===== src/hdl/irq_ctrl_pkg.sv =====
// Constants, types and register map of the prioritized interrupt controller
// What this block does
// - Accept GPIO, supply, sleep, digital, analog requests
// - Per-source enable bit in two masks
// - Global enable flag gates all interrupts
// - Reset clears masks and global enable
// - Vector read gives highest pending vector
// - Any vector write clears all pending except sources with an event that cycle
// - Mask race yields taken interrupt, vector zero
// - One pending flop per source, set on event
// - Pending holds until serviced, reset, vector write
// - Request only when mask and global set
// - GPIO event needs pin enable and type
// - Analog event needs source selection configured
// - Acknowledge runs 13-cycle call pushing PC, flags
// - Flags cleared after flags copy pushed
// - Return restores the saved flags
// - Lower priority number serviced first
// - Nesting allowed when handler sets enable
// - Distinct vector per source
// - Vector is four times priority number
package irq_ctrl_pkg;

   localparam int NUM_SRC = 15;

   // Register word indices; byte address on APB is four times the index
   localparam logic [11:0] IDX_GEN_MASK  = 12'h0e0;
   localparam logic [11:0] IDX_DIG_MASK  = 12'h0e1;
   localparam logic [11:0] IDX_VECTOR    = 12'h0e2;
   localparam logic [11:0] IDX_FLAGS     = 12'h0e3;
   localparam logic [11:0] IDX_PEND      = 12'h0e4;
   localparam logic [11:0] IDX_SRC_CFG   = 12'h0e5;

   // Reset values
   localparam logic [7:0] GEN_MASK_RST = 8'h00;
   localparam logic [7:0] DIG_MASK_RST = 8'h00;
   localparam logic [7:0] FLAGS_RST    = 8'h00;
   localparam logic [7:0] SRC_CFG_RST  = 8'h00;

   // Field positions
   localparam int FLAG_IE_BIT    = 0;
   localparam int CFG_GPIO_EN    = 0;
   localparam int CFG_GPIO_TYPE  = 1;
   localparam int CFG_ACOL_SEL   = 4;

   // Source bit positions inside the pending vector (priority - 1)
   localparam int SRC_SUPPLY = 0;
   localparam int SRC_DIG0   = 1;
   localparam int SRC_ACOL0  = 9;
   localparam int SRC_GPIO   = 13;
   localparam int SRC_SLEEP  = 14;

   localparam int VEC_STEP       = 4;
   localparam int ACK_CALL_CYC   = 13;
   localparam int FLAGS_PUSH_CYC = 9;

   typedef enum {
      CPU_RUN,
      CPU_CALL,
      CPU_RET
   } cpu_state_t;

   // Requests from the sources
   typedef struct packed {
      logic       supply;
      logic [7:0] digital;
      logic [3:0] analog;
      logic       gpio;
      logic       sleep;
   } irq_src_t;

   // Core-side handshake
   typedef struct packed {
      logic boundary;
      logic return_from_interrupt;
      logic setIe;
   } core_req_t;

endpackage


===== src/hdl/prioritized_interrupt_controller.sv =====
// Interrupt controller with pending flags, masks, vectoring and acknowledge
//
// The APB register port was chosen for this implementation.
`timescale 1ns/1ps
module prioritized_interrupt_controller
   import irq_ctrl_pkg::*;
(
   input  wire logic        clk,
   input  wire logic        nrst,
   input  wire logic [11:0] paddr,
   input  wire logic        psel,
   input  wire logic        penable,
   input  wire logic        pwrite,
   input  wire logic [31:0] pwdata,
   output logic      [31:0] prdata,
   output logic             pready,
   output logic             pslverr,
   input  wire irq_src_t    srcEvent,
   input  wire core_req_t   coreReq,
   output logic             irqRequest,
   output logic             ackBusy,
   output logic      [7:0]  ackVector,
   output logic             pushPcHigh,
   output logic             pushPcLow,
   output logic             pushFlags
);

   logic [7:0]         genMask_q;
   logic [7:0]         digMask_q;
   logic [7:0]         flags_q;
   logic [7:0]         savedFlags_q;
   logic [7:0]         srcCfg_q;
   logic [NUM_SRC-1:0] pend_q;
   logic [NUM_SRC-1:0] evtRaw;
   logic [NUM_SRC-1:0] enabled;
   logic [3:0]         callCnt_q;
   logic [7:0]         latchedVec_q;
   logic [3:0]         latchedSrc_q;
   logic               latchedValid_q;
   cpu_state_t         state_q;
   logic               wrEn;
   logic               rdEn;
   logic [9:0]         wordIdx;
   logic               vecWrite;
   logic               maskWrite;

   // Highest-priority pending source, index 0 wins
   function automatic logic [3:0] first_set(input logic [NUM_SRC-1:0] v);
      logic [3:0] idx;
      idx = 4'hf;
      for (int i = NUM_SRC - 1; i >= 0; i--) begin
         if (v[i]) begin
            idx = 4'(i);
         end
      end
      return idx;
   endfunction

   // Vector for a source index, 0 when none
   // distinct vectors, four apart
   function automatic logic [7:0] vec_of(input logic [3:0] idx);
      logic [7:0] v;
      v = 8'h00;
      if (idx != 4'hf) begin
         v = 8'((32'(idx) + 1) * VEC_STEP);
      end
      return v;
   endfunction

   // APB decode; zero-wait access
   assign wordIdx   = paddr[11:2];
   assign wrEn      = psel && penable && pwrite;
   assign rdEn      = psel && penable && !pwrite;
   assign vecWrite  = wrEn && (wordIdx == IDX_VECTOR[9:0]);
   assign maskWrite = wrEn && ((wordIdx == IDX_GEN_MASK[9:0]) ||
                               (wordIdx == IDX_DIG_MASK[9:0]));

   // Event qualification and source ordering
   always_comb begin
      evtRaw = '0;
      evtRaw[SRC_SUPPLY]          = srcEvent.supply;
      evtRaw[SRC_DIG0 +: 8]       = srcEvent.digital;
      evtRaw[SRC_SLEEP]           = srcEvent.sleep;
      evtRaw[SRC_GPIO] = srcEvent.gpio && srcCfg_q[CFG_GPIO_EN] &&
                         srcCfg_q[CFG_GPIO_TYPE];
      evtRaw[SRC_ACOL0 +: 4] = srcEvent.analog &
                               srcCfg_q[CFG_ACOL_SEL +: 4];
   end

   always_comb begin
      enabled = '0;
      enabled[SRC_SUPPLY]    = genMask_q[0];
      enabled[SRC_ACOL0 +: 4] = genMask_q[4:1];
      enabled[SRC_GPIO]      = genMask_q[5];
      enabled[SRC_SLEEP]     = genMask_q[6];
      enabled[SRC_DIG0 +: 8] = digMask_q;
   end

   // Mask registers
   always_ff @(posedge clk) begin
      if (!nrst) begin
         genMask_q <= GEN_MASK_RST;
         digMask_q <= DIG_MASK_RST;
      end else if (wrEn && wordIdx == IDX_GEN_MASK[9:0]) begin
         genMask_q <= pwdata[7:0];
      end else if (wrEn && wordIdx == IDX_DIG_MASK[9:0]) begin
         digMask_q <= pwdata[7:0];
      end
   end

   // Source configuration register
   always_ff @(posedge clk) begin
      if (!nrst) begin
         srcCfg_q <= SRC_CFG_RST;
      end else if (wrEn && wordIdx == IDX_SRC_CFG[9:0]) begin
         srcCfg_q <= pwdata[7:0];
      end
   end

   // Pending flags; new events win over any clear
   always_ff @(posedge clk) begin
      if (!nrst) begin
         pend_q <= '0;
      end else begin
         for (int i = 0; i < NUM_SRC; i++) begin
            if (evtRaw[i]) begin
               pend_q[i] <= 1'b1;
            end else if (vecWrite) begin
               pend_q[i] <= 1'b0;
            end else if (state_q == CPU_CALL && callCnt_q == 4'd0 &&
                         latchedValid_q && latchedSrc_q == 4'(i)) begin
               pend_q[i] <= 1'b0;
            end
         end
      end
   end

   // Flags register with global enable
   always_ff @(posedge clk) begin
      if (!nrst) begin
         flags_q      <= FLAGS_RST;
         savedFlags_q <= FLAGS_RST;
      end else if (state_q == CPU_CALL &&
                   callCnt_q == 4'(FLAGS_PUSH_CYC)) begin
         savedFlags_q <= flags_q;
         flags_q      <= FLAGS_RST;
      end else if (coreReq.return_from_interrupt && state_q == CPU_RUN) begin
         flags_q <= savedFlags_q;
      end else if (wrEn && wordIdx == IDX_FLAGS[9:0]) begin
         flags_q <= pwdata[7:0];
      end else if (coreReq.setIe) begin
         flags_q[FLAG_IE_BIT] <= 1'b1;
      end
   end

   // Acknowledge sequencer
   always_ff @(posedge clk) begin
      if (!nrst) begin
         state_q        <= CPU_RUN;
         callCnt_q      <= '0;
         latchedVec_q   <= 8'h00;
         latchedSrc_q   <= 4'hf;
         latchedValid_q <= 1'b0;
      end else begin
         case (state_q)
            CPU_RUN: begin
               if (coreReq.boundary && irqRequest) begin
                  state_q   <= CPU_CALL;
                  callCnt_q <= '0;
                  if (maskWrite) begin
                     latchedValid_q <= 1'b0;
                     latchedSrc_q   <= 4'hf;
                  end else begin
                     latchedValid_q <= 1'b1;
                     latchedSrc_q   <= first_set(pend_q & enabled);
                  end
               end
            end
            CPU_CALL: begin
               if (callCnt_q == 4'd0) begin
                  latchedVec_q <= vec_of(latchedSrc_q);
               end
               if (callCnt_q == 4'(ACK_CALL_CYC - 1)) begin
                  state_q <= CPU_RUN;
               end
               callCnt_q <= callCnt_q + 4'd1;
            end
            default: begin
               state_q <= CPU_RUN;
            end
         endcase
      end
   end

   // Core-facing outputs, all registered
   always_ff @(posedge clk) begin
      if (!nrst) begin
         irqRequest <= 1'b0;
         ackBusy    <= 1'b0;
         ackVector  <= 8'h00;
         pushPcHigh <= 1'b0;
         pushPcLow  <= 1'b0;
         pushFlags  <= 1'b0;
      end else begin
         irqRequest <= |(pend_q & enabled) && flags_q[FLAG_IE_BIT] &&
                       !(state_q == CPU_CALL);
         ackBusy    <= (state_q == CPU_CALL);
         ackVector  <= latchedVec_q;
         pushPcHigh <= state_q == CPU_CALL && callCnt_q == 4'd3;
         pushPcLow  <= state_q == CPU_CALL && callCnt_q == 4'd6;
         pushFlags  <= state_q == CPU_CALL &&
                       callCnt_q == 4'(FLAGS_PUSH_CYC);
      end
   end

   // APB read data and response
   always_ff @(posedge clk) begin
      if (!nrst) begin
         prdata  <= '0;
         pready  <= 1'b0;
         pslverr <= 1'b0;
      end else begin
         pready  <= psel && !penable;
         pslverr <= 1'b0;
         if (psel && !penable) begin
            prdata <= '0;
            case (wordIdx)
               IDX_GEN_MASK[9:0]: prdata[7:0] <= genMask_q;
               IDX_DIG_MASK[9:0]: prdata[7:0] <= digMask_q;
               IDX_VECTOR[9:0]: prdata[7:0] <= vec_of(first_set(pend_q));
               IDX_FLAGS[9:0]: prdata[7:0] <= flags_q;
               IDX_PEND[9:0]: prdata[NUM_SRC-1:0] <= pend_q;
               IDX_SRC_CFG[9:0]: prdata[7:0] <= srcCfg_q;
               default: pslverr <= 1'b1;
            endcase
         end
      end
   end

   // Unused read strobe kept out of logic
   logic unusedRd;
   assign unusedRd = rdEn;

endmodule


===== config.mk =====
export PLATFORM = sky130hd
export DESIGN_NAME = prioritized_interrupt_controller
export DESIGN_NICKNAME = d
export VERILOG_FILES = /design/src/hdl/irq_ctrl_pkg.sv /design/src/hdl/prioritized_interrupt_controller.sv
export SDC_FILE = /design/constraint.sdc
export NUM_CORES = 1
export LEC_CHECK = 0
export BUFFER_PORTS_ARGS = -buffer_cell sky130_fd_sc_hd__buf_2
export CORE_MARGIN = 8
export CORE_UTILIZATION = 55
export CTS_BUF_LIST = sky130_fd_sc_hd__clkbuf_4
export DETAILED_ROUTE_END_ITERATION = 8
export GPL_TIMING_DRIVEN = 0
export PLACE_DENSITY = 0.89
export RECOVER_POWER = 25
export SLEW_MARGIN = 15
export SYNTH_ARGS = -nofsm -noshare
export SYNTH_HDL_FRONTEND = slang
export SYNTH_SLANG_ARGS = --single-unit

===== constraint.sdc =====
create_clock -name clk -period 3.7 [get_ports clk]
set_input_delay 0.37 -clock clk [delete_from_list [all_inputs] [get_ports clk]]
set_output_delay 0.37 -clock clk [all_outputs]
set_load 0.01 [all_outputs]

==> metrics.csv <==
metric,value,unit
diodes,0,
grt_pass1_vias,4022,
switching_power,0.507,mW
rsz0062_at_grt,no,
cp.arrival,2.86,ns
syn_avg_cell_area,8.85,um^2
drt_iter0_markers,255,
grt_max_degree,19,
power_frac_comb,9.7,%
synth_top_area_share,39.3,%
synth_seq_cells,95,
slowest_stage,clkbuf_1,
initial_utilization,56.0,%
power_frac_seq,57.4,%
maxCapViolations,0,
drc,0,
drt-vias-per-instance,5.74,
worstSetupStartpointType,register,
hold_buffers,0,
root_buffer,clkbuf_4,
gp_congestion,0.962,
p_clk_share,32.9,%
area_delta_synth_final,13.8,%
power_density,335,nW/um^2
worstMarginPinSlew,0.602,ns
relSlewSlack,59.9,%
nets,719,
drt-pass1-iter-count,6,
cts_max_level,3,
rows,34,
async_flop_share,0,%
hold_path.class,primary input to register,
syn_area,4840,um^2
wl_per_cell,17.3,um
die-height,110,um
peakVddDrop,0.161,mV
crit_required,4.05,ns
crit_fanout,8,
leakage,2.27,nW
tns,0,ns
io_pins,114,
dp_hpwl,10300,um
routed_wl,13100,um
die_w,110,um
crit_path_end_kind,register,
synth_area_leader_cell,dfxtp_1,
core,8640,um^2
port_buffers,65,
synth.distinct_cells,62,
path_clk_slew,0.16,ns
worst-setup-path-type,register to register,
ys.flop_type,dfxtp_1,
synth_edf_count,0,
p_sw_share,27.5,%
die-area,12100,um^2
cts_setup_buffers,0,
drive_above_1_share,16.4,%
antenna_found_initial,0,
yosysWarningCount,0,
cts_buffer_depth,2,
vias,4343,
clock.fmax,400,MHz
skew,0.0238,ns
grt_pass1_wl,20400,um
overflow,0,
period_needed,2.50,ns
clock_sinks,95,
setup-violations-final,0,
hold_viol,0,
cts_tree,built,
grt_usage,21.6,%
synth.area.top_cells,"dfxtp_1, mux2i_1, nor2b_1",
synth_seq_area_share,39.3,%
slew_violations,0,
clock_latency,0.45,ns
post_cts_resized,0,
placed_cells,740,
max_stage_delay,0.40,ns
cts_made_buffers,9,
status,"finished, final reports clean",
final_cells,756,
p_int,1.34,mW
post-route-period-util,67.6,%
cp_cell_sequence,"clkbuf_1, nor3b_1, nor3_1, nor2_1, a211o_1, inv_1, ha_1, and3_1, a211oi_1, a221o_1",
drtAntennaViolNets,0,
synthCells,547,
[final timing paths]
kind	from	endpoint	slack, ns	cells after the start
setup / recovery	pend_q[3]	prdata[2]	1.20	10
hold / removal	srcEvent[6]	pend_q[1]	0.14	3
setup reg to reg	pend_q[3]	prdata[2]	1.20	10
hold reg to reg	prdata[7]	prdata[7]	0.46	2
[cells in the mapped netlist, types with 5 or more instances]
library cell and instances:
mux2i_1 40, nor2b_1 46, clkbuf_1 24, ha_1 9
dfxtp_1 95, a31oi_1 16, a22oi_1 11, o21ai_1 5
mux2_2 6, a21oi_1 5, and2_1 12, a21boi_0 10
o21ai_0 13, inv_1 12, nor3_1 6, buf_4 22
a211oi_1 10, nor2_1 23, and3_1 8, nand2_1 64
nand4_1 9, a21boi_1 7, nand3_1 26
[critical path, delay by kind of cell (launching register included)]
family / cells / cell delay [ns]
AOI/OAI and AO/OA: 3 / 0.73
and+or+nand+nor: 4 / 0.70
buffers and inverters: 2 / 0.47
DFF: 1 / 0.34
adders and majority gates: 1 / 0.18
[flip-flops by register name (all words and copies together), names as in the netlist, 4 cells and up]
name and cells:
digMask_q 8, flags_q 8, pend_q 15, srcCfg_q 8, genMask_q 8, savedFlags_q 8
latchedSrc_q 4, callCnt_q 4, prdata 15, latchedVec_q 4, ackVector 4
[stage by stage]
step	cell area, um^2	utilization (%)	setup slack, ns	power, mW	hold slack (ns)
3_3_place_gp	5370	62.2	1.35	1.25	0.433
3_5_place_dp	5370	62.2	1.25	1.25	0.439
6_report	5510	63.7	1.20	1.84	0.137
5_1_grt	5510	63.7	1.02	1.91	0.138
2_1_floorplan	4910	-	1.66	1.19	0.424
4_1_cts	5530	64.0	1.22	1.85	0.117
[logic make-up (layout without fill, tap and decap cells)]
group,Yosys count,after routing,share of synthesized area (%)
compound gates,110,110,16.6
buf+inv,68,149,7.55
fa+ha+maj,9,9,2.33
mux,46,46,9.67
xor+xnor,4,4,0.724
other cells,1,21,0.0775
flops,95,95,39.3
simple gates,214,214,23.7
[cell usage in the layout (no fill, tap or decap), drive strengths merged, types with 3 or more instances in the layout]
cell type,count
a21boi,17
buf,77
mux2,6
a22o,4
nand2,64
nor4,3
clkbuf,53
a22oi,11
nor3,6
nand4,9
a221oi,3
nor2b,46
a211oi,10
nand3,28
a21oi,5
a222oi,3
dfxtp,95
conb,21
and2,12
nor2,24
a32oi,4
o31ai,3
and3,8
inv,15
xnor2,3
ha,9
mux2i,40
o21ai,18
a31oi,17
[area by class of cell]
class,instances,area (um^2)
Fill cell,751,3130
Multi-Input combinational cell,404,2650
Sequential cell,95,1900
Buffer,56,320
Timing Repair Buffer,65,300
Tap cell,108,135
Clock inverter,7,88.8
Clock buffer,9,67.6
Inverter,12,45.0
[layer usage]
metal	routed length [um]	track usage, %	vias to the layer above
met5	0	0	-
met4	318	7.62	0
met3	1270	3.87	30
met2	6100	35.2	210
met1	5380	28.0	2001
li1	-	-	2102
[power groups by stage]
stage                     clock network [mW]  registers [mW]  logic (mW)
after floorplan                            0            1.07       0.117
after global placement                     0            1.08       0.171
after detailed placement                   0            1.08       0.175
after CTS                              0.616            1.06       0.176
after global routing                   0.658            1.06       0.195
final                                  0.607            1.06       0.179
No activity file was read; power rests on OpenSTA's default activity.
